<file path="src/rtl/hrxf_defs.svh">
/*
 * Register offsets, field positions, reset values and sizes of the
 * HDLC receive FIFO status and readout block.
 * Assumes a 16-bit register port with byte addresses.
 */
// Functional notes
// - full flag live only at 256 bytes
// - empty flag live when no byte stored
// - avail flag when level reaches threshold
// - overflow sets sticky bit 7, byte lost
// - end tagged write sets sticky bit 4
// - start tagged write sets sticky bit 3
// - sticky bit 2 on full rising
// - sticky bit 0 on avail rising
// - irq needs sticky, enable, port enable
// - irq enables reset to zero
// - only upper byte data read pops
// - swap puts first bit in bit 7
// - tags 000 middle, 001 start only
// - end tags 100 to 111 by outcome
// - valid flag zero when empty, resets zero
// - threshold is level field times eight
// - flush empties, discards until next start
// - fcs check on unless disable bit set
`ifndef HRXF_DEFS_SVH
`define HRXF_DEFS_SVH

// ----------------------------------------------------------------
// register offsets
// ----------------------------------------------------------------
`define HRXF_OFS_CTRL 8'hB0
`define HRXF_OFS_LIVE 8'hB4
`define HRXF_OFS_STICKY 8'hB6
`define HRXF_OFS_IRQ_EN 8'hB8
`define HRXF_OFS_DATA 8'hBC

// ----------------------------------------------------------------
// field positions
// ----------------------------------------------------------------
`define HRXF_CTRL_FLUSH 0
`define HRXF_CTRL_FCS_OFF 1
`define HRXF_CTRL_SWAP 3
`define HRXF_CTRL_LVL_LSB 8
`define HRXF_CTRL_LVL_MSB 12
`define HRXF_LIVE_FULL 2
`define HRXF_LIVE_EMPTY 1
`define HRXF_LIVE_AVAIL 0
`define HRXF_STK_OVF 7
`define HRXF_STK_PEND 4
`define HRXF_STK_PSTART 3
`define HRXF_STK_FULL 2
`define HRXF_STK_AVAIL 0
`define HRXF_TAG_END_BIT 2

// ----------------------------------------------------------------
// reset values, masks and sizes
// ----------------------------------------------------------------
`define HRXF_CTRL_RESET 16'h0800
`define HRXF_CTRL_MASK 16'h1F0B
`define HRXF_IRQ_EN_RESET 8'h00
`define HRXF_STK_MASK 8'h9D
`define HRXF_DEPTH 9'h100
`define HRXF_TAG_MIDDLE 3'h0
`define HRXF_TAG_START 3'h1

`endif

</file>
<file path="src/rtl/hrxf_pkg.sv">
/*
 * Types shared by the HDLC receive FIFO readout block.
 * Assumes nothing beyond a SystemVerilog compiler.
 */
package hrxf_pkg;

    // ------------------------------------------------------------
    // packet end outcome, low two bits of an end tag
    // ------------------------------------------------------------
    typedef enum logic [1:0] {
        END_GOOD = 2'h0,
        END_FCS_ERR = 2'h1,
        END_NON_INT = 2'h2,
        END_ABORT = 2'h3
    } hrxf_end_t;

    // ------------------------------------------------------------
    // write-side acceptance state
    // ------------------------------------------------------------
    typedef enum logic [2:0] {
        ST_RUN = 3'h1,
        ST_FLUSH = 3'h2,
        ST_HUNT = 3'h4
    } hrxf_state_t;

endpackage

</file>
<file path="src/rtl/hrxf_rx_fifo.sv">
/*
 * HDLC receive FIFO with live and sticky status, interrupt enables
 * and the popping data register, for one port.
 * Assumes the packet processor writes one byte per strobe with its
 * tags, and a host on a plain strobe register port.
 */
`timescale 1ns/1ps
`include "hrxf_defs.svh"

module hrxf_rx_fifo
(
    input wire logic i_ref_clk,
    input wire logic i_rst,
    input wire logic [7:0] i_addr,
    input wire logic [15:0] i_wdata,
    input wire logic i_wr,
    input wire logic i_rd,
    input wire logic [1:0] i_byte_en,
    output logic [15:0] o_rdata,
    input wire logic i_wr_valid,
    input wire logic [7:0] i_wr_byte,
    input wire logic i_wr_sop,
    input wire logic i_wr_eop,
    input wire hrxf_pkg::hrxf_end_t i_wr_end_code,
    input wire logic i_port_irq_en,
    output logic o_irq,
    output logic o_fcs_check_en,
    output logic o_ram_power_down
);

    // ------------------------------------------------------------
    // storage and state
    // ------------------------------------------------------------
    logic [10:0] mem_q [0:255];
    logic [7:0] wr_ptr_q;
    logic [7:0] rd_ptr_q;
    logic [8:0] count_q;
    logic [8:0] count_d;
    logic [15:0] ctrl_q;
    logic [7:0] sticky_q;
    logic [7:0] irq_en_q;
    logic full_prev_q;
    logic avail_prev_q;
    logic [15:0] rdata_q;
    hrxf_pkg::hrxf_state_t state_q;

    logic full_live;
    logic empty_live;
    logic avail_live;
    logic [8:0] threshold;
    logic flush;
    logic accept;
    logic push;
    logic pop;
    logic overflow;
    logic [7:0] byte_in;
    logic [2:0] tag_in;
    logic wr_sticky;
    logic [7:0] set_bits;
    logic [10:0] head;

    assign flush = ctrl_q[`HRXF_CTRL_FLUSH];
    assign o_fcs_check_en = ~ctrl_q[`HRXF_CTRL_FCS_OFF];
    assign o_ram_power_down = flush;

    // ------------------------------------------------------------
    // live flags
    // ------------------------------------------------------------
    assign full_live = (count_q == `HRXF_DEPTH);
    assign empty_live = (count_q == 9'h000);

    // level field counts groups of eight bytes
    assign threshold = {1'b0,
        ctrl_q[`HRXF_CTRL_LVL_MSB:`HRXF_CTRL_LVL_LSB], 3'h0};

    // forced low while flushing, even with a zero threshold
    assign avail_live = ~flush && (count_q >= threshold);

    // ------------------------------------------------------------
    // write side
    // ------------------------------------------------------------
    always_ff @(posedge i_ref_clk)
    begin
        if (i_rst)
        begin
            state_q <= hrxf_pkg::ST_RUN;
        end
        else
        begin
            unique case (state_q)
                hrxf_pkg::ST_RUN:
                begin
                    if (flush)
                    begin
                        state_q <= hrxf_pkg::ST_FLUSH;
                    end
                end
                hrxf_pkg::ST_FLUSH:
                begin
                    if (!flush)
                    begin
                        state_q <= hrxf_pkg::ST_HUNT;
                    end
                end
                hrxf_pkg::ST_HUNT:
                begin
                    if (flush)
                    begin
                        state_q <= hrxf_pkg::ST_FLUSH;
                    end
                    else if (i_wr_valid && i_wr_sop)
                    begin
                        state_q <= hrxf_pkg::ST_RUN;
                    end
                end
            endcase
        end
    end

    // after a flush, bytes are dropped until a packet start arrives
    always_comb
    begin
        accept = 1'b0;
        if (!flush)
        begin
            if (state_q == hrxf_pkg::ST_RUN)
            begin
                accept = i_wr_valid;
            end
            else if (state_q == hrxf_pkg::ST_HUNT)
            begin
                accept = i_wr_valid && i_wr_sop;
            end
        end
    end

    // a byte may enter a full FIFO only when one leaves at once
    assign push = accept && (!full_live || pop);
    assign overflow = accept && full_live && !pop;

    // bit 0 of the incoming byte is the first bit received
    always_comb
    begin
        byte_in = i_wr_byte;
        if (ctrl_q[`HRXF_CTRL_SWAP])
        begin
            for (int k = 0; k < 8; k++)
            begin
                byte_in[k] = i_wr_byte[7 - k];
            end
        end
    end

    // end wins over start for a one-byte packet
    always_comb
    begin
        if (i_wr_eop)
        begin
            tag_in = {1'b1, i_wr_end_code};
        end
        else if (i_wr_sop)
        begin
            tag_in = `HRXF_TAG_START;
        end
        else
        begin
            tag_in = `HRXF_TAG_MIDDLE;
        end
    end

    always_ff @(posedge i_ref_clk)
    begin
        if (push)
        begin
            mem_q[wr_ptr_q] <= {byte_in, tag_in};
        end
    end

    always_ff @(posedge i_ref_clk)
    begin
        if (i_rst || flush)
        begin
            wr_ptr_q <= 8'h00;
        end
        else if (push)
        begin
            wr_ptr_q <= wr_ptr_q + 8'h01;
        end
    end

    // ------------------------------------------------------------
    // read side
    // ------------------------------------------------------------
    // only the upper lane pops; an empty FIFO is never popped
    assign pop = i_rd && (i_addr == `HRXF_OFS_DATA) && i_byte_en[1]
        && !empty_live && !flush;

    always_ff @(posedge i_ref_clk)
    begin
        if (i_rst || flush)
        begin
            rd_ptr_q <= 8'h00;
        end
        else if (pop)
        begin
            rd_ptr_q <= rd_ptr_q + 8'h01;
        end
    end

    always_comb
    begin
        count_d = count_q;
        if (push && !pop)
        begin
            count_d = count_q + 9'h001;
        end
        else if (pop && !push)
        begin
            count_d = count_q - 9'h001;
        end
    end

    always_ff @(posedge i_ref_clk)
    begin
        if (i_rst || flush)
        begin
            count_q <= 9'h000;
        end
        else
        begin
            count_q <= count_d;
        end
    end

    assign head = mem_q[rd_ptr_q];

    // ------------------------------------------------------------
    // control and enable registers
    // ------------------------------------------------------------
    always_ff @(posedge i_ref_clk)
    begin
        if (i_rst)
        begin
            ctrl_q <= `HRXF_CTRL_RESET;
        end
        else if (i_wr && (i_addr == `HRXF_OFS_CTRL))
        begin
            ctrl_q <= i_wdata & `HRXF_CTRL_MASK;
        end
    end

    always_ff @(posedge i_ref_clk)
    begin
        if (i_rst)
        begin
            irq_en_q <= `HRXF_IRQ_EN_RESET;
        end
        else if (i_wr && (i_addr == `HRXF_OFS_IRQ_EN))
        begin
            irq_en_q <= i_wdata[7:0] & `HRXF_STK_MASK;
        end
    end

    // ------------------------------------------------------------
    // sticky flags
    // ------------------------------------------------------------
    always_ff @(posedge i_ref_clk)
    begin
        if (i_rst)
        begin
            full_prev_q <= 1'b0;
            avail_prev_q <= 1'b0;
        end
        else
        begin
            full_prev_q <= full_live;
            avail_prev_q <= avail_live;
        end
    end

    always_comb
    begin
        set_bits = 8'h00;
        set_bits[`HRXF_STK_OVF] = overflow;
        set_bits[`HRXF_STK_PEND] = push && i_wr_eop;
        set_bits[`HRXF_STK_PSTART] = push && i_wr_sop;
        set_bits[`HRXF_STK_FULL] = full_live && !full_prev_q;
        set_bits[`HRXF_STK_AVAIL] = avail_live && !avail_prev_q;
    end

    assign wr_sticky = i_wr && (i_addr == `HRXF_OFS_STICKY);

    // a new event in the clearing cycle survives the clear
    always_ff @(posedge i_ref_clk)
    begin
        if (i_rst)
        begin
            sticky_q <= 8'h00;
        end
        else if (wr_sticky)
        begin
            sticky_q <= (sticky_q & ~i_wdata[7:0]) | set_bits;
        end
        else
        begin
            sticky_q <= sticky_q | set_bits;
        end
    end

    // ------------------------------------------------------------
    // interrupt request
    // ------------------------------------------------------------
    assign o_irq = i_port_irq_en && |(sticky_q & irq_en_q);

    // ------------------------------------------------------------
    // read data, one cycle after the strobe
    // ------------------------------------------------------------
    // the low byte shows the tag and valid of the byte the next
    // upper-lane read will return, so a byte-wide host reads it first
    always_ff @(posedge i_ref_clk)
    begin
        if (i_rst)
        begin
            rdata_q <= 16'h0000;
        end
        else if (i_rd)
        begin
            unique case (i_addr)
                `HRXF_OFS_CTRL:
                begin
                    rdata_q <= ctrl_q;
                end
                `HRXF_OFS_LIVE:
                begin
                    rdata_q <= {13'h0000, full_live, empty_live,
                        avail_live};
                end
                `HRXF_OFS_STICKY:
                begin
                    rdata_q <= {8'h00, sticky_q};
                end
                `HRXF_OFS_IRQ_EN:
                begin
                    rdata_q <= {8'h00, irq_en_q};
                end
                `HRXF_OFS_DATA:
                begin
                    if (empty_live || flush)
                    begin
                        rdata_q <= 16'h0000;
                    end
                    else
                    begin
                        rdata_q <= {head[10:3], 4'h0, head[2:0], 1'b1};
                    end
                end
                default:
                begin
                    rdata_q <= 16'h0000;
                end
            endcase
        end
        else
        begin
            rdata_q <= 16'h0000;
        end
    end

    assign o_rdata = rdata_q;

endmodule // hrxf_rx_fifo

</file>
<file path="config.mk">
export PLATFORM = sky130hd
export DESIGN_NAME = hrxf_rx_fifo
export DESIGN_NICKNAME = d
export VERILOG_FILES = /design/src/rtl/hrxf_pkg.sv /design/src/rtl/hrxf_rx_fifo.sv
export VERILOG_INCLUDE_DIRS = /design/src /design/src/rtl
export SDC_FILE = /design/constraint.sdc
export NUM_CORES = 2
export LEC_CHECK = 0
export BUFFER_PORTS_ARGS = -buffer_cell sky130_fd_sc_hd__buf_4
export CORE_MARGIN = 5
export CORE_UTILIZATION = 55
export CTS_BUF_LIST = sky130_fd_sc_hd__clkbuf_8 sky130_fd_sc_hd__clkbuf_16
export CTS_CLUSTER_DIAMETER = 120
export CTS_CLUSTER_SIZE = 30
export DETAILED_ROUTE_END_ITERATION = 10
export GPL_ROUTABILITY_DRIVEN = 0
export HOLD_SLACK_MARGIN = 0.1
export PLACE_DENSITY_LB_ADDON = 0.12
export SLEW_MARGIN = 10
export SYNTH_ARGS = -nofsm -noshare
export SYNTH_HDL_FRONTEND = slang
export SYNTH_SLANG_ARGS = --single-unit
</file>
<file path="constraint.sdc">
create_clock -name i_ref_clk -period 13 [get_ports i_ref_clk]
set_clock_uncertainty 0.05 [all_clocks]
set_input_delay 1.3 -clock i_ref_clk [delete_from_list [all_inputs] [get_ports i_ref_clk]]
set_output_delay 1.3 -clock i_ref_clk [all_outputs]
set_load 0.1 [all_outputs]
</file>
Word level (Yosys, flattened, before mapping)
Memories as Yosys holds them, arrays and structs flattened. A register that Yosys moved wholly into a read port is not among the register bits.
Cells that the tools add are included.
{"block": "totals", "wordCells": 90, "out_inout_bits": 19, "ff_bits": 67, "input_bits": 44, "memories": 1, "ram_bits": 2816}
{"memory": "mem_q", "depth": 256, "word_bits": 11, "read_ports": 1, "rd_clocked_by_memory_dff": 1, "wr": 1, "line": "hrxf_rx_fifo.sv:34", "text": "logic [10:0] mem_q [0:255];"}
{"block": "classes", "magnitude_cmp": 1, "n_reduce_logical": 34, "n_mux": 20, "eq_ne": 12, "addsub": 4, "bitwise_logic": 8}
{"op": "$pmux W16 S5", "n": 1}
{"op": "$eq A8 B8 Y1 const B", "n": 5}
{"op": "$mux W8", "n": 4}
{"op": "$logic_and A1 B1 Y1", "n": 19}
{"op": "$mux W9", "n": 2}
{"op": "$add A8 B1 Y8 const B", "n": 2}
{"op": "$and A8 B8 Y8", "n": 2}
{"op": "$mux W16", "n": 1}
{"op": "$or A8 B8 Y8", "n": 2}
{"op": "$mux W3", "n": 5}
{"op": "$add A9 B1 Y9 const B", "n": 1}
{"op": "$eq A9 B9 Y1 const B", "n": 1}
{"op": "$ge A9 B8 Y1", "n": 1}
{"op": "$logic_not A9 Y1", "n": 1}
{"op": "$pmux W3 S3", "n": 1}
{"op": "$sub A9 B1 Y9 const B", "n": 1}
{"op": "$not A8 Y8", "n": 1}
{"op": "$reduce_or A8 Y1", "n": 1}
{"op": "$logic_not A1 Y1", "n": 7}
{"op": "$mux W1", "n": 6}
{"op": "$ne A2 B2 Y1 const B", "n": 2}
{"op": "$eq A3 B1 Y1 const B", "n": 1}
{"op": "$eq A3 B2 Y1 const B", "n": 1}
{"op": "$eq A3 B3 Y1 const B", "n": 1}
{"op": "6 further kinds", "n": 10}

Longest topological paths before layout
{"block": "logic_depth", "word_depth": 11, "ltp_mapped": 16, "mapped_depth_nobuf": 15}

Worst setup path before layout
Ideal clock, no wire load.
{"block": "synth_path", "kind": "input to register", "startpoint": "in i_wr_eop", "endpoint": "mem mem_q[0][1], data pin", "setup_ns": 0.867, "slack_ns": 7.539, "n_path_buf": 0, "required_ns": 12.083, "arrival_time_ns": 4.544, "stages": 1, "path_cell_list": "and2_1"}
{"block": "synth_between", "elab_chain_cells": 1}
{"element": "from (decl)", "line": "hrxf_rx_fifo.sv:23", "text": "input wire logic i_wr_eop,"}
{"element": "$mux W3", "line": "hrxf_rx_fifo.sv:157", "text": "if (i_wr_eop)"}
{"element": "to (decl)", "line": "hrxf_rx_fifo.sv:34"}
No other way between the ends.

==> results.txt <==
Initial cell density of the core: 55.14%
Area Overhead vs Synth: 5.469%
FILL cells: 14890
Sw Ratio: 21.10%
Fin nets: 5428
CP Data Required Time: 13.65 ns
Power per cell area: 128.1 nW/um^2
Hold Crit Class: reg -> reg
FF+latch count, synth: 2891
Most numerous cell in the Yosys netlist: edfxtp_1
Outcome: completed
TritonCTS Buffers: 106
All-Layer GR Usage: 27.33%
Post CTS Setup Buffer Count: 0
Core area: 204000 sq um
Vert. Die Dim: 462.2 um
Critical Path Sink Type: register
Synth warn: 0
Dpl cells: 7943
Post-CTS Hold Fix Bufs: 0
Die span in x: 462.2 um
Ys flop type: edfxtp_1
Final setup violation count: 0
Synthesized Nets: 5434
Most area-consuming cells after synthesis: edfxtp_1 75%, mux4_2 13%, mux2i_1 1.5%
Synthesized area: 112500 sq um
Synthesized instance count: 5371
Post-CTS Resized: 0
List of most frequent post-synthesis cells: 2816 x edfxtp_1, 653 x mux4_2, 368 x nor2_1
Mean post-synth cell area: 20.94 sq um
Area leader, netlist: edfxtp_1
# clock sinks: 2891
VDD IR-drop max: 0.1041 mV
DRC: 0
Drt total wl: 291800 um
Leakage Power: 34.46 nW
Crit share post-route: 42.07%
Share of layout cells above drive strength 1: 19.68%
Psw: 0.003204 W
Clock network power share: 27.7%
Die area: 213600 sq um
CTS tree: yes
Unrepaired setup endpoints after global routing: no
Clk Tree Root Cell: clkbuf_16
CP arrival: 6.12 ns
Startpoint Class: register
Gate power share: 4.4%
Routed length per placed instance: 36.04 um
Sequential power share: 67.8%
Seq/Total Area, Yosys: 76.53%
Synth async-reset ratio: 0%
Vias in the first global route: 53000
Internal: 0.01198 W
Crit-path max FO: 99
Deepest clock path buffer count: 3
Fin. Hold Viols: 0
First-pass GRT wire length: 409900 um
DRT Pass-1 Iters: 5
Final HPWL DP: 176500 um
Slew headroom: 14.23%
Post-route insts no fill: 8096
Post-synthesis cell type count: 86
Drt first-iter violations: 7597
Setup TNS: 0 ns
Crit Path Class: reg -> reg
Core Rows: 166
Max Fclk: 182.8 MHz
Min Tclk post-route: 5.469 ns
Grt ovf: 0
Number of synthesized flops with an enable pin: 2816
Slew Limit Fails: 0
Seq. cell area: 86080 sq um
Ports: 63
Clock transition at path regs: 0.12 ns
Largest net degree at the start of global routing: 117
Htree depth: 3
Area of the multi-input gates: 24540 sq um
Clk Latency, worst-skew pair: 0.81 ns
Via-to-Cell Ratio: 6.743
Max-cap violations: 0
Yosys top cell area share: 75.19%
Worst-margin pin slew: 1.282 ns
Number of antenna violations at the first check in global routing: 8
Vias: 54590
Antenna Nets Post-Route: 0
Port Buffer Count: 58
## placed cells by master (no fill, tap or decap), types with 6 or more instances in the layout
cell | synthesis | routed
nand3_2 | 8 | 9
a22oi_1 | 88 | 88
diode_2 | 0 | 6
mux2_2 | 37 | 28
a31oi_1 | 21 | 21
edfxtp_1 | 2816 | 2816
a21oi_1 | 95 | 95
buf_12 | 12 | 9
and2_1 | 15 | 13
mux4_2 | 653 | 653
a211oi_1 | 15 | 15
nand2_1 | 133 | 133
nand4_1 | 17 | 17
nor2_2 | 0 | 11
clkbuf_16 | 0 | 109
nor2_1 | 368 | 356
buf_4 | 32 | 186
nor3_1 | 29 | 29
xnor2_1 | 10 | 10
or2_2 | 6 | 6
a221oi_1 | 43 | 43
nand3_1 | 47 | 43
o21ai_0 | 40 | 40
nand2b_1 | 16 | 15
nor4_1 | 11 | 9
a22o_1 | 40 | 40
xor2_1 | 10 | 10
mux2_8 | 0 | 9
and3_1 | 8 | 8
nor2b_1 | 26 | 23
inv_1 | 25 | 55
o211ai_1 | 10 | 10
o22ai_1 | 57 | 57
mux2i_1 | 174 | 174
o221ai_1 | 39 | 39
dfxtp_1 | 75 | 69
ha_1 | 18 | 18
## routing by layer
layer	up-vias	track usage [%]	part of all wire [%]
li1	22170	-	-
met1	29490	40.33	40
met2	2574	42.12	47
met3	353	5.203	8.9
met4	2	8.674	3.8
met5	-	0	0.0038
## per-stage QoR
step                      util (%)  hold slack [ns]  area, sq um  power, W  setup WS [ns]
after floorplan                  -           0.3575       112500   0.01089          7.539
after global placement       56.71           0.3711       115700   0.01117          6.815
after detailed placement     56.72           0.3755       115700   0.01118          6.764
after CTS                    58.13           0.3968       118600   0.01523          7.533
after global routing         58.15           0.4191       118600   0.01561          7.350
final                        58.15           0.3964       118600   0.01519          7.531
## registers in the layout (all words and copies together) (netlist names), named ones only
| name | count |
|---|---|
| full_prev_q | 1 |
| sticky_q | 8 |
| rd_ptr_q | 8 |
| o_rdata | 16 |
| state_q | 3 |
| count_q | 9 |
| avail_prev_q | 1 |
| mem_q | 2816 |
| ctrl_q | 8 |
| irq_en_q | 5 |
| wr_ptr_q | 8 |
## area by class of cell
type,instances,share of cell area (%)
Timing Repair Buffer,199,1.367
Clock inverter,36,0.1319
Tap cell,2688,2.835
Antenna cell,6,0.01266
Clock buffer,109,2.300
Sequential cell,2891,72.57
Multi-Input combinational cell,2140,20.69
Inverter,27,0.08544
## kinds of logic (layout without fill, tap and decap cells)
logic type | count (synthesis) | count (layout) | share of synthesized area (%)
AO/OA/AOI/OAI | 530 | 530 | 3.398
multiplexers | 864 | 864 | 15.00
buffers and inverters | 340 | 371 | 1.885
AND/OR/NAND/NOR | 707 | 707 | 2.823
XOR/XNOR | 20 | 20 | 0.1557
adder cells (fa/ha/maj) | 19 | 19 | 0.2181
flip-flops | 2891 | 2891 | 76.53
other | 0 | 6 | 0
## power groups by stage
stage | registers [W] | clock network [W] | logic (W)
3_5_place_dp | 0.0105 | 0 | 0.000667
4_1_cts | 0.0103 | 0.00426 | 0.000667
6_report | 0.0103 | 0.00421 | 0.000670
2_1_floorplan | 0.0105 | 0 | 0.000368
5_1_grt | 0.0103 | 0.00458 | 0.000714
3_3_place_gp | 0.0105 | 0 | 0.000653
## final timing paths
path               startpoint     endpoint  slack [ns]  depth (start not counted)
setup / recovery     register   o_rdata[8]        7.53                          9
hold / removal    sticky_q[5]  sticky_q[5]        0.40                          2
setup reg to reg     register   o_rdata[8]        7.53                          9
hold reg to reg   sticky_q[5]  sticky_q[5]        0.40                          2
## worst max-delay path, stage by stage (launching register included)
cell and delay [ns]:
dfxtp_4 0.74, buf_4 0.61, buf_4 0.78, buf_12 0.56, mux4_2 0.43, a22oi_1 0.41
nand2_1 0.14, a21oi_1 0.44, o211ai_1 0.58, a32o_1 0.44
No activity file was read; power rests on OpenSTA's default activity.
